[config.mk]
export PLATFORM = sky130hd
export DESIGN_NAME = rss_supervisor
export DESIGN_NICKNAME = d
export VERILOG_FILES = /design/src/design/rss_pkg.sv /design/src/design/rss_supervisor.sv
export VERILOG_INCLUDE_DIRS = /design/src /design/src/design
export SDC_FILE = /design/constraint.sdc
export NUM_CORES = 1
export LEC_CHECK = 0
export ABC_AREA = 1
export BUFFER_PORTS_ARGS = -buffer_cell sky130_fd_sc_hd__buf_2
export CORE_MARGIN = 5
export CORE_UTILIZATION = 55
export DETAILED_ROUTE_END_ITERATION = 8
export GPL_ROUTABILITY_DRIVEN = 1
export GPL_TIMING_DRIVEN = 0
export PLACE_DENSITY = 0.87
export SYNTH_ARGS = -nofsm -noshare
export SYNTH_HDL_FRONTEND = slang
export SYNTH_SLANG_ARGS = --single-unit
[constraint.sdc]
create_clock -name sys_clk -period 3.9 [get_ports sys_clk]
set_clock_uncertainty 0.15 [all_clocks]
set_input_delay 0.78 -clock sys_clk [delete_from_list [all_inputs] [get_ports sys_clk]]
set_output_delay 0.78 -clock sys_clk [all_outputs]
set_load 0.05 [all_outputs]
[src/design/rss_params.svh]
/*
 * Constants for the run, sleep and restart supervisor: reset values of the
 * settings, field positions and the tick timing.
 * Assumes a 200 MHz system clock and times counted in 0.1 s steps.
 */
`ifndef RSS_PARAMS_SVH
`define RSS_PARAMS_SVH

`define RSS_CLK_HZ            200000000
`define RSS_TICK_MS           100
`define RSS_TICK_CYCLES       (`RSS_CLK_HZ / 1000 * `RSS_TICK_MS)
`define RSS_DELAY_MAX         16'd36000
`define RSS_PROTECT_RST       1'b0
`define RSS_RESTART_EN_RST    1'b0
`define RSS_LF_SEL_RST        8'h00
`define RSS_WAKE_DELAY_RST    16'd0
`define RSS_SLEEP_DELAY_RST   16'd0
`define RSS_RESTART_WAIT_RST  16'd10
`define RSS_LF_ACT_LSB        0
`define RSS_LF_STOPMODE_LSB   4

`endif

[src/design/rss_pkg.sv]
/*
 * Types shared by the run, sleep and restart supervisor.
 * Assumes nothing beyond the params header.
 */
package rss_pkg;
   typedef enum logic [1:0] {
      RSS_LF_RUN_AT_LIMIT = 2'h0,
      RSS_LF_STOP         = 2'h1,
      RSS_LF_SLEEP        = 2'h2
   } rss_lf_act_t;

   typedef enum logic {
      RSS_STOP_COAST = 1'b0,
      RSS_STOP_DECEL = 1'b1
   } rss_stop_mode_t;

   typedef enum {
      RSS_ST_POWERUP,
      RSS_ST_RESTART_WAIT,
      RSS_ST_PROTECT,
      RSS_ST_IDLE,
      RSS_ST_RUN,
      RSS_ST_LF_STOP,
      RSS_ST_SLEEP
   } rss_state_t;
endpackage

[src/design/rss_supervisor.sv]
/*
 * Run, sleep and restart supervisor of a motor drive: power-up terminal run
 * protection, low-frequency action, sleep with delayed wake-up and automatic
 * restart after power loss.
 * Assumes settings are stable static levels from the parameter store, the
 * run terminal is asynchronous and frequencies come from logic on sys_clk.
 * Power-on is the release of rst_n; init_done pulses or holds high once
 * initialisation is complete.
 */
`timescale 1ns/100ps
`include "rss_params.svh"

// Functional notes
// Sample run terminal at power-up in terminal mode
// Protect zero: hold until terminal released, reasserted
// Protect one: auto-start after init if active
// Low-frequency ones digit: limit, stop, sleep
// Tens digit picks coast or decelerate stop
// Resume after set above limit for delay
// Sleep on low run frequency, delayed wake
// Restart enable chooses auto-run at power-on
// Count restart wait from power-on, 1.0s; the code starts counting when init_done is seen, not at rst_n release
// Protect, restart enable, wake delay reset zero
// Restart wait 0-3600.0s, only when enabled
// Sleep entry delay elapses before sleeping
// Delays count 0.1s ticks, restart on interruption
module rss_supervisor #(
   parameter int FREQ_W      = 16,
   parameter int TICK_CYCLES = `RSS_TICK_CYCLES
) (
   // Clock and reset
   input  wire logic                 sys_clk,
   input  wire logic                 rst_n,
   // Run command and power-up status
   input  wire logic                 run_cmd_from_terminal,
   input  wire logic                 run_terminal_in,
   input  wire logic                 init_done,
   // Frequencies
   input  wire logic [FREQ_W-1:0]    set_freq,
   input  wire logic [FREQ_W-1:0]    running_freq,
   input  wire logic [FREQ_W-1:0]    freq_lower_limit,
   // Settings, delays in 0.1 s units
   input  wire logic                 powerup_terminal_run_protect,
   input  wire logic [7:0]           low_freq_action_select,
   input  wire logic [15:0]          wake_from_sleep_delay,
   input  wire logic                 restart_after_power_loss_enable,
   input  wire logic [15:0]          restart_wait_time,
   input  wire logic [15:0]          sleep_entry_delay,
   // Requests to the drive core
   output logic                      run_req,
   output rss_pkg::rss_stop_mode_t   stop_mode,
   output logic                      sleep_req,
   output logic                      run_at_lower_limit,
   output logic                      run_protect_active
);
   import rss_pkg::*;

   // Refuse widths and tick lengths the counters cannot serve
   if (FREQ_W < 1 || TICK_CYCLES < 1) begin : g_bad_param
      $error("rss_supervisor: bad parameter");
   end

   ////////////////////////////////////////////////////////////////////////////
   // Terminal synchroniser and 0.1 s tick
   localparam int TW = $clog2(TICK_CYCLES + 1);

   logic          term_s1_q;
   logic          term_s2_q;
   logic          term_prev_q;
   logic [TW-1:0] tick_cnt_q;
   logic [TW-1:0] tick_cnt_d;
   logic          tick;

   always_comb begin
      tick       = (tick_cnt_q == TW'(TICK_CYCLES - 1));
      tick_cnt_d = tick ? '0 : tick_cnt_q + TW'(1);
   end

   always_ff @(posedge sys_clk or negedge rst_n) begin
      if (!rst_n) begin
         term_s1_q   <= 1'b0;
         term_s2_q   <= 1'b0;
         term_prev_q <= 1'b0;
         tick_cnt_q  <= '0;
      end else begin
         term_s1_q   <= run_terminal_in;
         term_s2_q   <= term_s1_q;
         term_prev_q <= term_s2_q;
         tick_cnt_q  <= tick_cnt_d;
      end
   end

   ////////////////////////////////////////////////////////////////////////////
   // Decode of conditions
   rss_lf_act_t    lf_act;
   rss_stop_mode_t lf_stop_mode;
   logic           limit_on;
   logic           set_low;
   logic           set_high;
   logic           run_low;
   logic           term_rise;
   logic           term_fall;
   logic [15:0]    restart_wait_lim;

   always_comb begin
      lf_act       = rss_lf_act_t'(low_freq_action_select[`RSS_LF_ACT_LSB +: 2]);
      lf_stop_mode = rss_stop_mode_t'(low_freq_action_select[`RSS_LF_STOPMODE_LSB]);
      limit_on     = (freq_lower_limit != '0);
      set_low      = limit_on && (set_freq < freq_lower_limit);
      set_high     = set_freq > freq_lower_limit;
      run_low      = limit_on && (running_freq < freq_lower_limit);
      term_rise    = term_s2_q && !term_prev_q;
      term_fall    = !term_s2_q && term_prev_q;
      restart_wait_lim = (restart_wait_time > `RSS_DELAY_MAX) ? `RSS_DELAY_MAX
                                                             : restart_wait_time;
   end

   ////////////////////////////////////////////////////////////////////////////
   // Supervisor state machine
   rss_state_t     state_q;
   rss_state_t     state_d;
   logic [15:0]    dly_q;
   logic [15:0]    dly_d;
   logic           pu_term_q;
   logic           pu_term_d;
   logic           run_d;
   logic           sleep_d;
   logic           limit_run_d;
   logic           protect_d;
   rss_stop_mode_t stop_mode_d;

   always_comb begin
      state_d     = state_q;
      dly_d       = dly_q;
      pu_term_d   = pu_term_q;
      stop_mode_d = stop_mode;
      unique case (state_q)
         RSS_ST_POWERUP: begin
            pu_term_d = run_cmd_from_terminal && term_s2_q;
            dly_d     = '0;
            if (init_done) begin
               if (restart_after_power_loss_enable) begin
                  state_d = RSS_ST_RESTART_WAIT;
               end else if (pu_term_d && !powerup_terminal_run_protect) begin
                  state_d = RSS_ST_PROTECT;
               end else if (pu_term_d) begin
                  state_d = RSS_ST_RUN;
               end else begin
                  state_d = RSS_ST_IDLE;
               end
            end
         end
         RSS_ST_RESTART_WAIT: begin
            if (dly_q >= restart_wait_lim) begin
               state_d = RSS_ST_RUN;
               dly_d   = '0;
            end else if (tick) begin
               dly_d = dly_q + 16'd1;
            end
         end
         RSS_ST_PROTECT: begin
            if (term_fall) begin
               state_d = RSS_ST_IDLE;
            end
         end
         RSS_ST_IDLE: begin
            if (run_cmd_from_terminal && term_rise) begin
               state_d = RSS_ST_RUN;
               dly_d   = '0;
            end
         end
         RSS_ST_RUN: begin
            if (run_cmd_from_terminal && !term_s2_q) begin
               state_d = RSS_ST_IDLE;
            end else if (set_low && lf_act == RSS_LF_STOP) begin
               state_d     = RSS_ST_LF_STOP;
               stop_mode_d = lf_stop_mode;
               dly_d       = '0;
            end else if (run_low && lf_act == RSS_LF_SLEEP) begin
               if (dly_q >= sleep_entry_delay) begin
                  state_d     = RSS_ST_SLEEP;
                  stop_mode_d = lf_stop_mode;
                  dly_d       = '0;
               end else if (tick) begin
                  dly_d = dly_q + 16'd1;
               end
            end else begin
               dly_d = '0;
            end
         end
         RSS_ST_LF_STOP,
         RSS_ST_SLEEP: begin
            if (run_cmd_from_terminal && !term_s2_q) begin
               state_d = RSS_ST_IDLE;
               dly_d   = '0;
            end else if (!set_high) begin
               dly_d = '0;
            end else if (dly_q >= ((state_q == RSS_ST_SLEEP) ? wake_from_sleep_delay : 16'd0)) begin
               state_d = RSS_ST_RUN;
               dly_d   = '0;
            end else if (tick) begin
               dly_d = dly_q + 16'd1;
            end
         end
      endcase
      run_d       = (state_d == RSS_ST_RUN);
      sleep_d     = (state_d == RSS_ST_SLEEP);
      protect_d   = (state_d == RSS_ST_PROTECT);
      limit_run_d = run_d && set_low && (lf_act == RSS_LF_RUN_AT_LIMIT);
   end

   always_ff @(posedge sys_clk or negedge rst_n) begin
      if (!rst_n) begin
         state_q            <= RSS_ST_POWERUP;
         dly_q              <= '0;
         pu_term_q          <= 1'b0;
         run_req            <= 1'b0;
         sleep_req          <= 1'b0;
         run_at_lower_limit <= 1'b0;
         run_protect_active <= 1'b0;
         stop_mode          <= RSS_STOP_COAST;
      end else begin
         state_q            <= state_d;
         dly_q              <= dly_d;
         pu_term_q          <= pu_term_d;
         run_req            <= run_d;
         sleep_req          <= sleep_d;
         run_at_lower_limit <= limit_run_d;
         run_protect_active <= protect_d;
         stop_mode          <= stop_mode_d;
      end
   end
endmodule

==> metrics, run 1 <==
final setup margin -0.03438 ns; global-route usage over all layers 23.43%; ANT cells 0; crit path DAT just over 4 ns; Final Wtd Congestion 0.8734; most frequent cells in the layout 190 x nand2_1, 164 x inv_1, 115 x nor2_1; Reg with most FFs state_q; Initial Util 56.39%; Tmin final 3.934 ns; Synth top area share 29.68%; Syn Nets between 1000 and 1500; max_slew headroom 68.89%; RR Endpoint sleep_req$_DFF_PN0_; WS Path Type primary input to flip-flop; share of cells above drive strength 1 20.89%; Iter 0 DRT Violations around 470; CP endpoint run_protect_active$_DFF_PN0_; fin area 8347 sq um; post-synth cell types 49; Fillers 996; Syn Inst Count 964; Yosys reg bits 81; status complete, but fails checks; Final setup viols 1; total gr overflow 0; leakage 4.484 nW; largest net degree at the start of global routing between 70 and 80; root buf cell clkbuf_16; uppermost layer routed met4; PD cells 364.7 nW/um^2; RSZ-0062 raised after global routing yes; CP Capture Type flip-flop; CTS Buf Count 9; io pins 116; max reg flops 32; DR WL met2 roughly 9 mm; HPWL Detailed 12.80 mm; worst hold-check path type primary input to async pin; DR vias between 6000 and 7000; Post-DRT Antenna Nets 0; Area contributors post-synth dfrtp_1 30%, ha_1 15%, nand2_1 11%; Max Cap Viol 0; Crit Reg-Reg Startpoint state_q[12]$_DFF_PN0_; register area 2027 sq um; die boundary height 121.4 um; DIE AREA 14750 sq um; failing checks negative setup slack; max frequency roughly 0.25 GHz; met3 routed WL 1.041 mm; worst-margin pin slew 0.4667 ns; drt total wl 17.95 mm; Peak supply drop 0.3978 mV; Worst Setup SP restart_wait_time[1]; first-pass GRT wire length 28.56 mm; largest registers state_q x32, tick_cnt_q x25, dly_q x16; clk sinks 81; leading area contributor after synthesis dfrtp_1; Synth Warn # 0; Final Hold Vio Count 0; clock tree buffer depth 2; via/cell ratio approximately 5.4; worst path required time 4.03 ns; htree depth 3; Max FO, Critical Path 5; Clock transition at path regs 0.07 ns; post-synthesis sequential area ratio 29.68%; num rows 40; port bufs 109; WHS 0.1131 ns; DRT Pass-1 Iters 5; synthesized cell area approximately 7000 sq um; hold_buf cts 0; antenna violations before repair 0; core region area around 12000 sq um; Startpoint Class primary input; Final nets about 1300; post-route clock period utilization 100.9%; max-slew violations 0; drt wl/cell between 10 and 15 um; chip width 121.4 um; synth-to-layout area growth 22.20%; worst skew pair latency 0.35 ns; Reg2Reg Depth 21; number of global-route vias before repair ~6500; placed inst area 7616 sq um; flop-to-flop setup slack 0.23 ns; Met1 Wirelength 7.590 mm; commonest non-fill, non-tap cell in the layout nand2_1; CTS tree done; remaining routing DRC violations 0; multi-input logic area 4385 sq um; synthesized area per cell 7.085 sq um
-- cell families after synthesis --
group	share of synthesized area, %
XOR/XNOR	2.565
AO/OA/AOI/OAI	9.544
flip-flops	29.68
AND/OR/NAND/NOR	32.92
buffers and inverters	10.29
multiplexers	0.1649
adder cells (fa/ha/maj)	14.84
-- layout make-up --
cell class / count / share of cell area [%]
inverter: 173 / 7.810
buffer: 11 / 0.7795
sequential: 81 / 24.28
multi-input combinational: 699 / 52.54
clock buffer: 10 / 2.743
tap: 168 / 2.518
clock inverter: 6 / 1.394
timing repair buffer: 115 / 7.885
timing repair inverter: 1 / 0.04497
-- power by group --
group | internal, mW | switching (mW) | leakage (nW) | total, mW
registers | 0.873 | 0.0299 | 1.10 | 0.903
clock network | 0.629 | 0.355 | 0.167 | 0.984
logic | 0.420 | 0.736 | 3.22 | 1.16
-- how the worst min path moves through the flow --
stage	slack [ns]	start	end	depth (start not counted)
2_1_floorplan	0.18	term_s1_q$_DFF_PN0_	term_s2_q$_DFF_PN0_	0
3_5_place_dp	0.20	term_s1_q$_DFF_PN0_	term_s2_q$_DFF_PN0_	0
3_3_place_gp	0.18	term_s1_q$_DFF_PN0_	term_s2_q$_DFF_PN0_	0
4_1_cts	0.11	rst_n	dly_q[6]$_DFFE_PN0P_	1
6_report	0.11	rst_n	dly_q[6]$_DFFE_PN0P_	1
5_1_grt	0.11	rst_n	stop_mode$_DFFE_PN0P_	1
-- through the flow --
step | power (mW) | std cells | setup TNS [ns] | setup WS [ns] | utilization, %
after floorplan | 1.636 | 964 | 0 | 0.1180 | -
after global placement | 1.884 | 1241 | -10.21 | -0.5883 | 62.63
after detailed placement | 1.914 | 1242 | -10.81 | -0.6194 | 62.88
after CTS | 2.924 | 1261 | 0 | 0.006068 | 66.16
after global routing | 3.221 | 1264 | -1.982 | -0.2566 | 68.92
final | 3.044 | 1264 | -0.03438 | -0.03438 | 68.92
-- layer usage --
metal	global-route usage [%]	up-vias
met5	0	-
met4	5.812	0
met3	4.196	41
met2	39.97	261
met1	30.77	3172
li1	-	3404
-- synthesized netlist by cell type, drive strengths merged --
library cell / n
a211oi: 1
a21boi: 1
a21o: 3
a21oi: 43
a31oi: 3
a41oi: 1
and2: 2
buf: 5
clkbuf: 6
clkinv: 1
dfrtp: 81
ha: 81
inv: 172
mux2: 1
nand2: 205
nand3: 55
nand3b: 3
nand4: 35
nor2: 134
nor3: 30
nor4: 18
o2111ai: 2
o211ai: 5
o21a: 3
o21ai: 46
o21bai: 2
o311ai: 1
o41ai: 1
or2: 3
xnor2: 9
xor2: 11
-- worst max-delay path, cell delays in order --
cell      delay (ns)
buf_8           0.10
or2_4           0.26
o41ai_4         0.29
inv_1           0.07
o21ai_1         0.15
a21oi_1         0.10
nor4_2          0.21
nor2_2          0.14
buf_6           0.17
nor2_4          0.14
ha_4            0.23
nand2_2         0.08
inv_2           0.05
o21ai_2         0.06
nand2_2         0.08
a21oi_4         0.20
buf_6           0.12
nand4_1         0.06
nand2_1         0.07
nand4_1         0.12
and2_4          0.20
nor2_2          0.09
nand3b_1        0.13
nor2_2          0.15
-- repair_timing --
item | 4_1_cts | 5_1_grt
buffers inserted | 2 | 2
gates resized for setup | 10 | 70
setup endpoints to repair | 20 | 22
pin swaps | 6 | 32
cloned | 1 | 1
No activity file was read; power rests on OpenSTA's default activity.
==> run 2: changes to the inputs <==
- RECOVER_POWER: not set -> 50
- SETUP_SLACK_MARGIN: not set -> 0.05
==> run 2 against run 1 <==
Net effect: critical endpoint is now sleep_req$_DFF_PN0_; sequential power about the same; highest routed layer unchanged; final area down 0.66%; the flow finishes with violations (max-capacitance violations, max-slew violations); critical path type unchanged; clock power about the same; largest power group unchanged.
==> metrics, run 2 (same netlist as run 1, synthesis figures left out) <==
status complete, but fails checks; failing checks max-capacitance violations, max-slew violations; Final Wtd Congestion about 0.87; worst skew pair latency approximately 0.34 ns; Tmin final around 3.7 ns; DR vias between 6000 and 7000; antenna violations before repair 0; Reg2Reg Depth 21; Clock transition at path regs 0.06 ns; crit path DAT roughly 3.8 ns; Initial Util 56.39%; die boundary height 121.4 um; number of global-route vias before repair 6459; worst path required time 3.98 ns; Final setup viols 0; fin area 8292 sq um; RR Endpoint run_protect_active$_DFF_PN0_; io pins 116; ANT cells 0; Peak supply drop 0.3984 mV; Startpoint Class primary input; CP endpoint sleep_req$_DFF_PN0_; via/cell ratio about 5.4; num rows 40; Min-Delay Startpoint term_s1_q$_DFF_PN0_; WHS roughly 0.21 ns; HPWL Detailed 12.80 mm; Crit Reg-Reg Startpoint state_q[12]$_DFF_PN0_; CTS tree done; Iter 0 DRT Violations between 400 and 500; CP Capture Type flip-flop; largest net degree at the start of global routing 74; total gr overflow 0; max-slew violations 74; first-pass GRT wire length approximately 29 mm; commonest non-fill, non-tap cell in the layout nand2_1; clock tree buffer depth 2; global-route usage over all layers 23.45%; Max Cap Viol 1; hold_buf cts 0; Fillers 999; CTS Buf Count 9; Worst Setup SP restart_wait_time[0]; remaining routing DRC violations 0; largest registers state_q x32, tick_cnt_q x25, dly_q x16; placed inst area approximately 7600 sq um; worst hold-check path type flip-flop to flip-flop; max reg flops 32; DIE AREA 14750 sq um; flop-to-flop setup slack 0.25 ns; share of cells above drive strength 1 about a fifth; Max FO, Critical Path 5; chip width about 120 um; PD cells ~370 nW/um^2; worst-margin pin slew 1.779 ns; Reg with most FFs state_q; max frequency 0.2670 GHz; Final Hold Vio Count 0; drt wl/cell 13.78 um; RSZ-0062 raised after global routing yes; max_slew headroom -18.61%; core region area 12110 sq um; DRT Pass-1 Iters 5; port bufs approximately 110; Post-DRT Antenna Nets 0; post-route clock period utilization between 90% and 100%; total power 3.045 mW; htree depth 3; WS Path Type primary input to flip-flop; root buf cell clkbuf_16; leakage 4.493 nW; clk sinks 81; synth-to-layout area growth 21.40%; drt total wl 17.47 mm; most frequent cells in the layout 192 x nand2_1, 165 x inv_1, 115 x nor2_1; Final nets approximately 1300
-- run 2: timing repair --
item	CTS	global route
buffers inserted	3	5
resized for setup	14	56
gates cloned	1	1
setup endpoints to repair	20	19
pin swaps	8	15
-- run 2: cell type report --
cell class / count / area (sq um) / share of cell area (%)
clock buffer: 10 / 229.0 / 2.761
tap: 168 / 210.2 / 2.535
multi-input combinational: 699 / 4324 / 52.15
sequential: 81 / 2027 / 24.45
inverter: 173 / 650.6 / 7.847
clock inverter: 6 / 116.4 / 1.403
timing repair buffer: 119 / 665.6 / 8.028
timing repair inverter: 1 / 3.754 / 0.04527
buffer: 11 / 65.06 / 0.7847
-- run 2: power by group --
part	switching, mW	internal (mW)	leakage (nW)
Combinational	0.735	0.420	3.22
Sequential	0.0325	0.873	1.10
Clock	0.355	0.629	0.167
Total	1.12	1.92	4.49
-- run 2: worst min path at each step --
stage / cells past startpoint / to
floorplan: 0 / term_s2_q$_DFF_PN0_
global placement: 0 / term_s2_q$_DFF_PN0_
detailed placement: 0 / term_s2_q$_DFF_PN0_
CTS: 1 / dly_q[6]$_DFFE_PN0P_
global route: 0 / term_s2_q$_DFF_PN0_
finish: 0 / term_s2_q$_DFF_PN0_
-- run 2: per-stage QoR --
step	setup slack, ns	setup TNS (ns)	utilization [%]	std cells
after floorplan	0.1180	0	-	964
after global placement	-0.5883	-10.21	62.63	1241
after detailed placement	-0.6194	-10.81	62.88	1242
after CTS	0.06645	0	66.29	1262
after global routing	-0.05785	-0.1498	68.46	1268
final	0.1553	0	68.46	1268
-- run 2: worst max-delay path, cell delays in order --
cell	delay (ns)
buf_8	0.10
or2_4	0.26
o41ai_4	0.21
inv_1	0.07
o21ai_1	0.13
a21oi_1	0.10
nor4_2	0.20
nor2_2	0.13
buf_6	0.16
buf_6	0.12
nor2_4	0.10
ha_4	0.13
inv_2	0.03
a21oi_2	0.13
o21ai_1	0.11
nand2_1	0.10
nand2_1	0.08
nand2_2	0.08
nand3_2	0.07
or2_4	0.28
nand2_4	0.07
nand2_2	0.04
nand4_1	0.11
nand3b_1	0.16
nor2_1	0.06
-- run 2: layer usage --
layer	GRT usage, %	up-vias	share of wire (%)
met3	4.196	24	6.2
met5	0	-	0
met1	30.83	3166	42
met2	40.00	237	50
met4	5.742	0	1.7
li1	-	3419	-
